`config.mk`:
```
export PLATFORM = sky130hd
export DESIGN_NAME = ssr_sequencer
export DESIGN_NICKNAME = d
export VERILOG_FILES = /design/src/hw/ssr_pkg.sv /design/src/hw/ssr_step_timer.sv /design/src/hw/ssr_sequencer.sv
export VERILOG_INCLUDE_DIRS = /design/src /design/src/hw
export SDC_FILE = /design/constraint.sdc
export NUM_CORES = 1
export LEC_CHECK = 0
export ABC_AREA = 0
export ABC_CLOCK_PERIOD_IN_PS = 9100
export BUFFER_PORTS_ARGS = -buffer_cell sky130_fd_sc_hd__buf_2
export CORE_UTILIZATION = 55
export CTS_CLUSTER_DIAMETER = 100
export DETAILED_ROUTE_END_ITERATION = 10
export PLACE_DENSITY = 0.76
export SLEW_MARGIN = 20
export SYNTH_ARGS = -nofsm -noshare
export SYNTH_HDL_FRONTEND = slang
export SYNTH_SLANG_ARGS = --single-unit
```
`constraint.sdc`:
```
create_clock -name clock -period 9.1 [get_ports clock]
set_input_delay 1.82 -clock clock [delete_from_list [all_inputs] [get_ports clock]]
set_output_delay 1.82 -clock clock [all_outputs]
set_load 0.01 [all_outputs]
```
`src/hw/ssr_regs.svh`:
```
/*
 * constants of the soft-start ramp sequencer: clock rate, soft-start and
 * retry times, reference codes and step counts.
 * assumes the sense and adjust codes are 8-bit, 0xFF being full scale.
 */
`ifndef SSR_REGS_SVH
`define SSR_REGS_SVH

// ************************************************************
// timing
// ************************************************************
`define SSR_CLK_MHZ     100
`define SSR_TSS_US      2000
`define SSR_RETRY_US    1000
`define SSR_STEPS       15

// ************************************************************
// reference codes
// ************************************************************
`define SSR_STEP_W      4
`define SSR_CODE_W      8
`define SSR_STEP_ZERO   4'h0
`define SSR_EXT_STEPS   4'h3
`define SSR_STEP_CODE   8'h11
`define SSR_FULL_CODE   8'hFF
`define SSR_ZERO_CODE   8'h00
`define SSR_FLOOR_CODE  8'h36
`define SSR_EXT_NUM     10'h004
`define SSR_EXT_DEN     10'h005

`endif

```
`src/hw/ssr_pkg.sv`:
```
/*
 * types of the soft-start ramp sequencer.
 * assumes ssr_regs.svh supplies the numeric constants.
 */
package ssr_pkg;

    // ************************************************************
    // sequencer states, one-hot
    // ************************************************************
    typedef enum logic [3:0] {
        st_idle  = 4'h1,
        st_ramp  = 4'h2,
        st_run   = 4'h4,
        st_fault = 4'h8
    } ssr_state_t;

endpackage : ssr_pkg

```
`src/hw/ssr_step_timer.sv`:
```
/*
 * reference ramp step timer: counts oscillator cycles while allowed to
 * advance and steps the ramp index up to its final step.
 * assumes restart and advance come from logic on the same clock.
 */
`timescale 1ns/1ps
`include "ssr_regs.svh"

module ssr_step_timer #(
    parameter int STEP_CYCLES = 13333,
    parameter int STEPS       = `SSR_STEPS
) (
    input  wire logic                   clock,
    input  wire logic                   resetn,
    input  wire logic                   restart,
    input  wire logic                   advance,
    output logic [`SSR_STEP_W-1:0]      step,
    output logic                        done
);

    localparam int CW = $clog2(STEP_CYCLES + 1);

    generate
        if (STEP_CYCLES < 1 || STEPS < 1 || STEPS > 15)
        begin : g_chk
            $error("ssr_step_timer: unsupported parameters");
        end
    endgenerate

    logic [CW-1:0]          cnt_r;
    logic [CW-1:0]          cnt_nxt;
    logic [`SSR_STEP_W-1:0] step_r;
    logic [`SSR_STEP_W-1:0] step_nxt;

    // ************************************************************
    // step counting
    // ************************************************************
    always_comb
    begin
        cnt_nxt  = cnt_r;
        step_nxt = step_r;
        if (restart)
        begin
            cnt_nxt  = '0;
            step_nxt = `SSR_STEP_ZERO;
        end
        else if (advance && step_r != 4'(STEPS))
        begin
            // each step lasts one fifteenth of the soft-start time
            if (cnt_r == CW'(STEP_CYCLES - 1))
            begin
                cnt_nxt  = '0;
                step_nxt = step_r + 4'h1;
            end
            else
            begin
                cnt_nxt = cnt_r + 1'b1;
            end
        end
    end

    always_ff @(posedge clock)
    begin
        if (!resetn)
        begin
            cnt_r  <= '0;
            step_r <= `SSR_STEP_ZERO;
        end
        else
        begin
            cnt_r  <= cnt_nxt;
            step_r <= step_nxt;
        end
    end

    assign step = step_r;
    assign done = step_r == 4'(STEPS);

endmodule : ssr_step_timer

```
`src/hw/ssr_sequencer.sv`:
```
/*
 * soft-start sequencer, on-time extension and loop selection of a
 * peak-current-mode led regulator, running on the internal oscillator.
 * assumes comparator and pin inputs are asynchronous, while the pwm
 * engine level, oscillator pulse and adjust code are on this clock.
 */
`timescale 1ns/1ps
`include "ssr_regs.svh"

module ssr_sequencer #(
    parameter int TSS_CYCLES   = `SSR_TSS_US * `SSR_CLK_MHZ,
    parameter int STEP_CYCLES  = TSS_CYCLES / `SSR_STEPS,
    parameter int RETRY_CYCLES = `SSR_RETRY_US * `SSR_CLK_MHZ
) (
    input  wire logic                   clock,
    input  wire logic                   resetn,
    input  wire logic                   dimming_input,
    input  wire logic                   pwm_engine_sel,
    input  wire logic                   pwm_engine_on,
    input  wire logic                   ov_sense_high,
    input  wire logic                   ov_voltage_feedback,
    input  wire logic                   over_temp,
    input  wire logic                   uv_internal_supply,
    input  wire logic                   short_to_ground,
    input  wire logic                   sense_below_ext,
    input  wire logic                   vfb_at_reference,
    input  wire logic                   peak_reached,
    input  wire logic                   osc_pulse,
    input  wire logic                   vloop_enable,
    input  wire logic [`SSR_CODE_W-1:0] adj_ref_code,
    output logic                        gate_drive_output,
    output logic [`SSR_CODE_W-1:0]      current_ref_code,
    output logic [`SSR_CODE_W-1:0]      extension_reference,
    output logic                        voltage_loop_active,
    output logic                        soft_start_active,
    output logic                        extension_active
);

    localparam int NS = 9;
    localparam int TW = $clog2(TSS_CYCLES + 1);
    localparam int RW = $clog2(RETRY_CYCLES + 1);

    generate
        if (STEP_CYCLES < 1 || RETRY_CYCLES < 2 || TSS_CYCLES < 2)
        begin : g_chk
            $error("ssr_sequencer: unsupported parameters");
        end
    endgenerate

    // ************************************************************
    // input synchronisers
    // ************************************************************
    logic [NS-1:0] sync1_r;
    logic [NS-1:0] sync2_r;

    always_ff @(posedge clock)
    begin
        if (!resetn)
        begin
            sync1_r <= '0;
            sync2_r <= '0;
        end
        else
        begin
            sync1_r <= {peak_reached, vfb_at_reference, sense_below_ext,
                        short_to_ground, uv_internal_supply, over_temp,
                        ov_voltage_feedback, ov_sense_high, dimming_input};
            sync2_r <= sync1_r;
        end
    end

    logic dim_s;
    logic ovsh_s;
    logic ovvfb_s;
    logic ot_s;
    logic uv_s;
    logic stg_s;
    logic below_s;
    logic vfb_s;
    logic peak_s;

    assign {peak_s, vfb_s, below_s, stg_s, uv_s, ot_s, ovvfb_s, ovsh_s,
            dim_s} = sync2_r;

    // ************************************************************
    // state
    // ************************************************************
    ssr_pkg::ssr_state_t    st_r;
    ssr_pkg::ssr_state_t    st_nxt;
    logic                   dim_d_r;
    logic                   ext_r;
    logic                   ext_nxt;
    logic [TW-1:0]          on_cnt_r;
    logic [TW-1:0]          on_cnt_nxt;
    logic [TW-1:0]          el_cnt_r;
    logic [TW-1:0]          el_cnt_nxt;
    logic [RW-1:0]          retry_cnt_r;
    logic [RW-1:0]          retry_cnt_nxt;
    logic                   gate_r;
    logic                   gate_nxt;
    logic [`SSR_CODE_W-1:0] cref_r;
    logic [`SSR_CODE_W-1:0] cref_nxt;
    logic [`SSR_CODE_W-1:0] eref_r;
    logic [`SSR_CODE_W-1:0] eref_nxt;
    logic                   vloop_r;
    logic                   vloop_nxt;
    logic                   restart;
    logic                   adv;
    logic [`SSR_STEP_W-1:0] step;
    logic                   step_done;

    // ************************************************************
    // derived conditions
    // ************************************************************
    logic                   dim_lvl;
    logic                   dim_rise;
    logic                   dim_fall;
    logic                   hard_fault;
    logic                   retry_hit;
    logic                   el_done;
    logic                   below_floor;
    logic [`SSR_CODE_W-1:0] ramp_code;
    logic [9:0]             scaled;

    assign dim_lvl     = pwm_engine_sel ? pwm_engine_on : dim_s;
    assign dim_rise    = dim_lvl & ~dim_d_r;
    assign dim_fall    = ~dim_lvl & dim_d_r;
    assign hard_fault  = ovsh_s | ovvfb_s | ot_s | uv_s;
    assign retry_hit   = stg_s && retry_cnt_r == RW'(RETRY_CYCLES - 1);
    assign el_done     = el_cnt_r == TW'(TSS_CYCLES);
    assign below_floor = adj_ref_code < `SSR_FLOOR_CODE;
    assign ramp_code   = {4'h0, step} * `SSR_STEP_CODE;
    assign scaled      = {2'b00, adj_ref_code} * `SSR_EXT_NUM
                         / `SSR_EXT_DEN;

    ssr_step_timer #(
        .STEP_CYCLES (STEP_CYCLES),
        .STEPS       (`SSR_STEPS)
    ) u_step (
        .clock   (clock),
        .resetn  (resetn),
        .restart (restart),
        .advance (adv),
        .step    (step),
        .done    (step_done)
    );

    // ************************************************************
    // next-state logic
    // ************************************************************
    always_comb
    begin
        st_nxt  = st_r;
        restart = 1'b0;
        case (st_r)
            ssr_pkg::st_idle:
                // waits for the first edge, also the power-up run
                if (dim_rise && !hard_fault)
                begin
                    st_nxt  = ssr_pkg::st_ramp;
                    restart = 1'b1;
                end
            ssr_pkg::st_ramp:
                if (hard_fault)
                    st_nxt = ssr_pkg::st_fault;
                else if (retry_hit)
                    restart = 1'b1;
                else if (step_done)
                    st_nxt = ssr_pkg::st_run;
            ssr_pkg::st_run:
                if (hard_fault)
                    st_nxt = ssr_pkg::st_fault;
                else if (stg_s)
                begin
                    st_nxt  = ssr_pkg::st_ramp;
                    restart = 1'b1;
                end
            ssr_pkg::st_fault:
                if (!hard_fault)
                begin
                    st_nxt  = ssr_pkg::st_ramp;
                    restart = 1'b1;
                end
            default:
                st_nxt = ssr_pkg::st_idle;
        endcase

        // retry period runs only while the short persists
        retry_cnt_nxt = '0;
        if (stg_s && st_r != ssr_pkg::st_idle && !retry_hit)
            retry_cnt_nxt = retry_cnt_r + 1'b1;

        // the ramp only moves while current flows
        adv = st_r == ssr_pkg::st_ramp && (dim_lvl || ext_r)
              && !restart;

        on_cnt_nxt = on_cnt_r;
        if (dim_rise)
            on_cnt_nxt = '0;
        else if (dim_lvl && on_cnt_r != TW'(TSS_CYCLES))
            on_cnt_nxt = on_cnt_r + 1'b1;

        el_cnt_nxt = el_cnt_r;
        if (restart)
            el_cnt_nxt = '0;
        else if (st_r == ssr_pkg::st_ramp && !el_done)
            el_cnt_nxt = el_cnt_r + 1'b1;

        ext_nxt = ext_r;
        if (st_r != ssr_pkg::st_ramp || restart)
            ext_nxt = 1'b0;
        else if (!ext_r)
        begin
            // armed on a dimming falling edge after an on time under the soft-start time with sense below target
            if (dim_fall && on_cnt_r < TW'(TSS_CYCLES) && below_s)
                ext_nxt = 1'b1;
        end
        else if (!below_s)
            ext_nxt = 1'b0;
        else if (below_floor && el_done)
            ext_nxt = 1'b0;

        case (st_r)
            ssr_pkg::st_ramp:
                cref_nxt = (ramp_code < adj_ref_code) ? ramp_code
                                                      : adj_ref_code;
            ssr_pkg::st_run:
                cref_nxt = adj_ref_code;
            default:
                cref_nxt = `SSR_ZERO_CODE;
        endcase

        // the floor keeps the first steps under the extension target
        eref_nxt = (scaled[7:0] < `SSR_FLOOR_CODE) ? `SSR_FLOOR_CODE
                                                   : scaled[7:0];

        vloop_nxt = vloop_enable & vfb_s;

        // peak comparator lags two cycles through its synchroniser
        gate_nxt = gate_r;
        if (!((st_r == ssr_pkg::st_ramp || st_r == ssr_pkg::st_run)
              && (dim_lvl || ext_r) && !restart))
            gate_nxt = 1'b0;
        else if (osc_pulse)
            gate_nxt = 1'b1;
        else if (peak_s)
            gate_nxt = 1'b0;
    end

    always_ff @(posedge clock)
    begin
        if (!resetn)
        begin
            st_r        <= ssr_pkg::st_idle;
            dim_d_r     <= 1'b0;
            ext_r       <= 1'b0;
            on_cnt_r    <= '0;
            el_cnt_r    <= '0;
            retry_cnt_r <= '0;
            gate_r      <= 1'b0;
            cref_r      <= `SSR_ZERO_CODE;
            eref_r      <= `SSR_FLOOR_CODE;
            vloop_r     <= 1'b0;
        end
        else
        begin
            st_r        <= st_nxt;
            dim_d_r     <= dim_lvl;
            ext_r       <= ext_nxt;
            on_cnt_r    <= on_cnt_nxt;
            el_cnt_r    <= el_cnt_nxt;
            retry_cnt_r <= retry_cnt_nxt;
            gate_r      <= gate_nxt;
            cref_r      <= cref_nxt;
            eref_r      <= eref_nxt;
            vloop_r     <= vloop_nxt;
        end
    end

    assign gate_drive_output   = gate_r;
    assign current_ref_code    = cref_r;
    assign extension_reference = eref_r;
    assign voltage_loop_active = vloop_r;
    assign soft_start_active   = st_r == ssr_pkg::st_ramp;
    assign extension_active    = ext_r;
endmodule : ssr_sequencer

```
======== Yosys cells after proc, flatten, opt, wreduce, memory -nomap -nowiden ========
Index checks and enable logic that the tools add are counted.
word-level totals
  flip-flop bits (word level) ............. 113
  input bits .............................. 23
  output and inout bits ................... 20
  word-level logic and storage cells ...... 106
operators by class
  equal/unequal tests ..................... 17
  divide/modulo/power cells ............... 1
  multiplexer cells ....................... 25
  bitwise operators ....................... 9
  multipliers ............................. 1
  add/subtract/negate cells ............... 5
  order comparisons ....................... 4
  reduce and logical (&&, ||, !) cells .... 30
operators by type and width
  operator               count
  $add 18x1->18 const B  2
  $mux 4                 7
  $eq 18x18->1 const B   1
  $lt 18x18->1 const B   1
  $ne 18x18->1 const B   1
  $add 17x1->17 const B  1
  $eq 17x17->1 const B   1
  $lt 8x6->1 const B     2
  $pmux 4 s4             1
  $pmux 8 s2             1
  $add 14x1->14 const B  1
  $eq 14x14->1 const B   1
  $logic_and 1x1->1      14
  $mux 14                1
  $mux 1                 13
  $div 10x3->10 const B  1
  $eq 4x4->1 const B     2
  $lt 8x8->1             1
  $mul 4x5->8 const B    1
  $mux 8                 1
  $reduce_or 2->1        4
  $ne 3x3->1 const B     2
  $reduce_and 2->1       3
  $reduce_and 5->1       1
  other kinds (16)       28

======== Depth between registers and ports, before layout ========
Gate-level depths: netlist of the first run.
  word-level depth ........................ 11
  gate-level depth with buffers ........... 17
  gate-level depth less buffers ........... 15

======== Hierarchy ========
From an unflattened synthesis of the first run, not the netlist that was laid out.
unflattened totals
  cells, all modules ...................... 685
  area, all modules ....................... 5859.4 sq um
by module, submodules not included
  module          instances  seq. area each (sq um)  area each (sq um)  cells an instance
  ssr_sequencer   1          1901.8                  4907.2             577
  ssr_step_timer  1          360.3                   952.2              108

======== Worst setup path before layout of the first run ========
Ideal clock, no wire load.
  kind .................................... in2reg
  from .................................... in adj_ref_code[6]
  to ...................................... reg eref_r[0], in the netlist extension_reference[0]
  arrival time ............................ 5136 ps
  stages .................................. 17
  library setup time ...................... 116 ps
  path buffers ............................ 2
  setup slack ............................. 3848 ps
  required time ........................... 8984 ps
  cell sequence ........................... buf_4 -> buf_6 -> and3b_1 -> or3_1 -> a21boi_1 -> nor2_2 -> o211ai_1 -> o21ai_0 -> ha_1 -> nand2b_1 -> maj3_2 -> a221oi_4 -> mux2i_1 -> ha_1 -> xor2_1 -> nand4b_1 -> o211a_1
on the way
  longest elaborated chain between the ends .. 3
RTL lines
  item                                line                  source
  start, declared                     ssr_sequencer.sv:30   input wire logic [`SSR_CODE_W-1:0] adj_ref_code,
  $div 10x3->10 (no source line) (*)  -
  $lt 8x6->1 (no source line)         -
  $reduce_or 2->1 (no source line)    -
  end signal, assigned                ssr_sequencer.sv:262  eref_r <= `SSR_FLOOR_CODE;
  end signal, assigned                ssr_sequencer.sv:275  eref_r <= eref_nxt;
  end, declared                       ssr_sequencer.sv:103  logic [`SSR_CODE_W-1:0] eref_r;
Mark *: on every way between the ends. The rest lies on a longest branch, timed or not.
A chain may end at the register's enable or synchronous reset.

======== Final worst setup path of the first run ========
  from .................................... in adj_ref_code[7]
  to ...................................... reg eref_r[0], in the netlist extension_reference[0]
Same word-level chain as after synthesis.

==> impl_metrics.toml, run 1 <==
[placed_design]
dp_hpwl_mm = 8.79
dp_slack_ns = 3.18
io_buffers = 42
finalWeightedCongestion = 0.844
dp.cells = 844

[final_layout]
layout.nets = 768
mostFrequentLayoutCell = "dfxtp_1"
diodes = 0
area_growth_pct = 13.8
layout_common_cells = "113 x dfxtp_1, 93 x nor2_1, 68 x nand2_1"
multi_input_area_um2 = 3360
layout-drive-gt1-share_pct = 12.7
ff_latch_area_um2 = 2260
finalNonFillerCells = 876
fill_cells = 848

[synth]
synth_ff_type = "dfxtp_1"
yosys_warnings = 0
synth_seq_cells = 113
synth_edf_count = 0
ys_seq_area_share_pct = 38.5
ys_types = 75
synthTopCellsByArea = "dfxtp_1 39%, nor2_1 5.9%, xor2_1 5.8%, nand2_1 4.3%, ha_1 3.8%"
syn_avg_cell_area_um2 = 8.46
netlist_area_um2 = 5870
synth_top_area_share_pct = 38.5
yosysTopAreaCell = "dfxtp_1"
synth_fp_nets = 735
async_reset_ff_share_pct = 0
syn_inst = 694

[floorplanning]
rows = 37
die_h_um = 105
die-area_um2 = 11100
start_util_pct = 56.9
pin_count = 43
core_region_area_um2 = 10300
die_width_um = 105

[critical_path]
rr_startpoint = "sync2_r[0]"
critical-path-slowest-cell = "nor4bb_1"
required_ns = 9.52
crit_family = "compound AO/OA/AOI/OAI gates"
r2r_cells = 8
cp_num_cells = 16
r2r-end = "u_step.cnt_r[7]"
r2r_slack_ns = 6.19
worstPathCellList = "buf_2, nor4bb_1, a221oi_1, a41oi_1, nor2_2, o211ai_1, o21ai_0, ha_1, nand2b_1, maj3_2, a221oi_4, mux2i_1, ha_1, xor2_1, nand4b_1, o211a_1"
crit_path_max_fanout = 27
critPathArrivalTime_ns = 5.96
cpMostUsedCell = "ha_1"
end_kind = "register"
path_buf_inv = 1
crit_type = "input pin to register"
slowest_delay_ns = 0.53
cp-start-kind = "input pin"

[hold_path]
hold_end = "sync2_r[7]"
hold_start = "sync1_r[7]"
hold_depth = 1
holdCritPathClass = "register to register"

[timing]
maxSlewHeadroom_pct = 34.5
finalSetupViolCount = 0
fin_crit_ns = 5.54
tightest_slew_ns = 0.973
finClkSkew_ns = 0.00586
hold_viol_final = 0
hold-worst-slack_ns = 0.431
fin_ws_ns = 3.56
fmax_mhz = 181
tns_ns = 0
slew_violations = 0
finalCritPeriodShare_pct = 60.8
rsz0062_at_grt = "no"

[clock_network]
cts_tree = "done"
cts_max_path_buffers = 2
cts-resized-gates = 0
cts.sinks = 113
hold_buffers = 0
cts_setup_buffers = 0
clkSlewWorstSetupHoldPaths_ns = 0.05
cts_root_buf = "clkbuf_8"
cts_buffers = 17
insertion_delay_ns = 0.53
htree_levels = 4

[global_routing]
grt_pass1_vias = 4774
antenna_found_initial = 0
grt_max_degree = 39
gr-total-overflow = 0
grt_usage_pct = 24.5
grt_pass1_wl_mm = 21.6

[route]
wl_per_cell_um = 14.4
firstDrtPassIters = 7
viasPerCell = 5.61
ant_nets = 0
vias = 4917
wirelength_mm = 12.6
drtIter0Drc = 395
drcViolationCount = 0

[status]
status = "completed"

[power]
power.density_nw_per_um2 = 192
p_total_mw = 1.28
vdd_ir_drop_max_uv = 126
p_leak_nw = 2.60

[run]
maxCapViolations = 0
[report_power, final]
part	switching, mW	total, mW	leakage, nW	internal [mW]
clock network	0.221	0.649	0.291	0.428
registers	0.00428	0.510	0.916	0.506
logic	0.0731	0.121	1.39	0.0477
total	0.299	1.28	2.60	0.981
[worst max path at each step]
stage / from / to / slack [ns]
4_1_cts: adj_ref_code[7] / extension_reference[0] / 3.69
5_1_grt: adj_ref_code[7] / extension_reference[0] / 3.23
2_1_floorplan: adj_ref_code[6] / extension_reference[0] / 3.85
3_3_place_gp: adj_ref_code[7] / extension_reference[0] / 3.34
3_5_place_dp: adj_ref_code[7] / extension_reference[0] / 3.18
6_report: adj_ref_code[7] / extension_reference[0] / 3.56
[cell families (layout without fill, tap and decap cells)]
group / count (synthesis) / in the layout / share of synthesized area [%]
and+or+nand+nor: 329 / 329 / 29.3
buffers and inverters: 53 / 99 / 4.35
xor gates and xnor gates: 59 / 59 / 8.80
DFF: 113 / 113 / 38.5
adders and majority gates: 20 / 20 / 4.20
muxes: 9 / 9 / 1.56
AOI/OAI and AO/OA: 111 / 111 / 13.3
[layout make-up]
cell class                 count  area share [%]
clock inverter                11            2.04
inverter                      24            1.35
timing repair buffer          43            3.26
clock buffer                  21            6.72
tap                          136            2.55
sequential                   113            33.9
multi-input combinational    528            50.2
[metrics by stage]
stage,cell area [um^2],util [%]
finish,6680,64.7
floorplan,5870,-
detailed placement,6100,59.0
global placement,6090,59.0
CTS,6680,64.7
global route,6680,64.7
[registers in the layout (all words and copies together) (netlist names)]
| signal | flops |
|---|---|
| current_ref_code | 8 |
| dim_d_r | 1 |
| el_cnt_r | 18 |
| extension_active | 1 |
| extension_reference | 8 |
| gate_drive_output | 1 |
| on_cnt_r | 18 |
| retry_cnt_r | 17 |
| st_r | 4 |
| sync1_r | 9 |
| sync2_r | 9 |
| u_step.cnt_r | 14 |
| u_step.step | 4 |
| voltage_loop_active | 1 |
[layer usage]
metal / track usage [%] / part of all wire [%] / vias up
met5: 0 / 0 / -
met4: 11.0 / 1.9 / 0
met3: 6.43 / 4.2 / 23
met2: 40.2 / 48 / 102
met1: 30.3 / 46 / 2307
li1: - / - / 2485
[synth_stat cells (4+ instances only)]
cell	instances
dfxtp_1	113
nor2_1	93
nand2_1	68
xor2_1	39
nand3_1	29
a21oi_1	26
o21ai_0	25
and2_1	24
inv_1	23
xnor2_1	20
ha_1	18
or3_1	17
clkbuf_1	15
and3_1	14
nand4_1	14
nand2b_1	11
nor3_1	10
a21boi_0	9
mux2i_1	8
buf_4	6
nor4_1	6
o211ai_1	6
a21o_1	5
buf_6	4
nor2b_1	4
nor4b_1	4
nor4bb_1	4
or2_2	4
No activity file was read; power rests on OpenSTA's default activity.
==> run 2: changes to the inputs <==
--- a/config.mk
+++ b/config.mk
@@ -7,12 +7,12 @@
 export NUM_CORES = 1
 export LEC_CHECK = 0
 export ABC_AREA = 0
-export ABC_CLOCK_PERIOD_IN_PS = 9100
+export ABC_CLOCK_PERIOD_IN_PS = 4700
 export BUFFER_PORTS_ARGS = -buffer_cell sky130_fd_sc_hd__buf_2
 export CORE_UTILIZATION = 55
 export CTS_CLUSTER_DIAMETER = 100
 export DETAILED_ROUTE_END_ITERATION = 10
-export PLACE_DENSITY = 0.76
+export PLACE_DENSITY = 0.79
 export SLEW_MARGIN = 20
 export SYNTH_ARGS = -nofsm -noshare
 export SYNTH_HDL_FRONTEND = slang
==> constraint.sdc (replaced) <==
create_clock -name clock -period 4.7 [get_ports clock]
set_input_delay 0.94 -clock clock [delete_from_list [all_inputs] [get_ports clock]]
set_output_delay 0.94 -clock clock [all_outputs]
set_load 0.01 [all_outputs]
==> run 2 against run 1 <==
Effect of this change: global-route usage is 0.60 points higher; first-iteration DRC count fell by 25%; final area is 0.66% higher; clock skew fell by 0.00073 ns; final cell count is 1.0% higher; power increased by 88%; die area did not move; core utilization increased by 0.42 points; register-to-register slack got worse by 4.4 ns; critical path depth unchanged; sequential cell count did not move.
==> impl_metrics.toml, run 2 (synthesis results as in run 1) <==
[status]
status = "completed"

[critical_path]
cp-endpoint = "extension_reference[0]"
path_buf_inv = 2
rr_startpoint = "retry_cnt_r[0]"
crit_family = "simple AND/OR/NAND/NOR gates"
r2r-end = "u_step.cnt_r[8]"
worstPathCellList = "buf_2, or4bb_1, a21oi_1, or3_4, nor3_1, o21ai_0, buf_4, ha_1, nand2b_1, maj3_2, a221oi_4, mux2i_1, ha_1, xor2_1, nand4b_1, o211a_1"
end_kind = "register"
cpMostUsedCell = "ha_1"
crit_start = "adj_ref_code[6]"
crit_path_max_fanout = 20
r2r_cells = 9
critPathArrivalTime_ns = 4.59
crit_type = "input pin to register"
slowest_delay_ns = 0.55
cp_num_cells = 16
required_ns = 5.11
critical-path-slowest-cell = "or4bb_1"
r2r_slack_ns = 1.75
cp-start-kind = "input pin"

[floorplanning]
start_util_pct = 56.9
die_h_um = 105
core_region_area_um2 = 10300
die-area_um2 = 11100
pin_count = 43
rows = 37
die_width_um = 105

[power]
vdd_ir_drop_max_uv = 393
power.density_nw_per_um2 = 357
p_leak_nw = 2.63

[global_routing]
grt_usage_pct = 25.1
gr-total-overflow = 0
grt_pass1_wl_mm = 22.3
grt_max_degree = 39
grt_pass1_vias = 4892
antenna_found_initial = 0

[clock_network]
cts_tree = "done"
cts_max_path_buffers = 2
cts.sinks = 113
clkSlewWorstSetupHoldPaths_ns = 0.05
cts_root_buf = "clkbuf_8"
hold_buffers = 0
htree_levels = 4
cts_buffers = 17
cts_setup_buffers = 0
cts-resized-gates = 0
insertion_delay_ns = 0.52

[final_layout]
area_growth_pct = 14.6
diodes = 0
layout.nets = 779
mostFrequentLayoutCell = "dfxtp_1"
largestRegisters = "el_cnt_r x18, on_cnt_r x18, retry_cnt_r x17"
stdcell_area_um2 = 6730
layout_common_cells = "113 x dfxtp_1, 93 x nor2_1, 68 x nand2_1"
fill_cells = 844
layout-drive-gt1-share_pct = 13.6

[route]
vias = 5010
ant_nets = 0
drtIter0Drc = 297
viasPerCell = 5.66
drcViolationCount = 0
firstDrtPassIters = 7
wl_per_cell_um = 14.9
wirelength_mm = 13.1

[placed_design]
finalWeightedCongestion = 0.875
dp_hpwl_mm = 9.26
io_buffers = 42
dpl-instance-area_um2 = 6170

[timing]
slew_violations = 0
rsz0062_at_grt = "no"
finalCritPeriodShare_pct = 88.9
fin_crit_ns = 4.18
finalSetupViolCount = 0
tns_ns = 0
maxSlewHeadroom_pct = 30.9
fmax_mhz = 239
hold_viol_final = 0
finClkSkew_ns = 0.00513
tightest_slew_ns = 1.03

[hold_path]
holdCritPathClass = "register to register"

[run]
maxCapViolations = 0
[run 2: cell count changes in the layout (fill, tap and decap cells not counted)]
cell | previous run | this run
bufinv_16 | 3 | 1
clkinv_4 | 1 | 0
clkbuf_1 | 2 | 3
clkbuf_8 | 3 | 6
buf_4 | 1 | 12
clkinv_2 | 6 | 3
[run 2: layout make-up]
class,instances,area [um^2],share of cell area (%)
Tap cell,136,170,2.53
Clock inverter,5,52.6,0.781
Sequential cell,113,2260,33.6
Multi-Input combinational cell,528,3360,49.9
Clock buffer,25,494,7.35
Timing Repair Buffer,54,300,4.47
Inverter,24,90.1,1.34
[run 2: metrics by stage]
step	hold WS (ns)	utilization, %	setup WS [ns]	std cells	power, mW
floorplan	0.400	-	0.328	694	1.18
global placement	0.415	59.8	0.193	855	1.24
detailed placement	0.422	59.8	0.0487	855	1.24
CTS	0.434	65.1	0.578	885	2.42
global route	0.446	65.1	0.259	885	2.49
finish	0.432	65.1	0.520	885	2.40
[run 2: worst min path at each step]
stage / startpoint / endpoint / slack [ns] / cells past startpoint
after floorplan: sync2_r[6] / extension_active / 0.40 / 2
after global placement: sync1_r[7] / sync2_r[7] / 0.41 / 1
after detailed placement: sync1_r[2] / sync2_r[2] / 0.42 / 1
after CTS: sync1_r[4] / sync2_r[4] / 0.43 / 1
after global routing: sync1_r[2] / sync2_r[2] / 0.45 / 1
final: sync1_r[4] / sync2_r[4] / 0.43 / 1
[run 2: routing by layer]
layer | up-vias | GRT usage, % | wire length, um
met3 | 30 | 6.56 | 574
met2 | 114 | 43.1 | 6620
met4 | 0 | 12.4 | 310
met1 | 2360 | 28.9 | 5640
met5 | - | 0 | 0
li1 | 2506 | - | -
[run 2: report_power, final]
part           internal (mW)  total (mW)  leakage (nW)  switching [mW]
Sequential             0.979       0.989         0.916         0.00953
Combinational         0.0999       0.241          1.44           0.141
Clock                  0.761        1.17         0.270           0.410
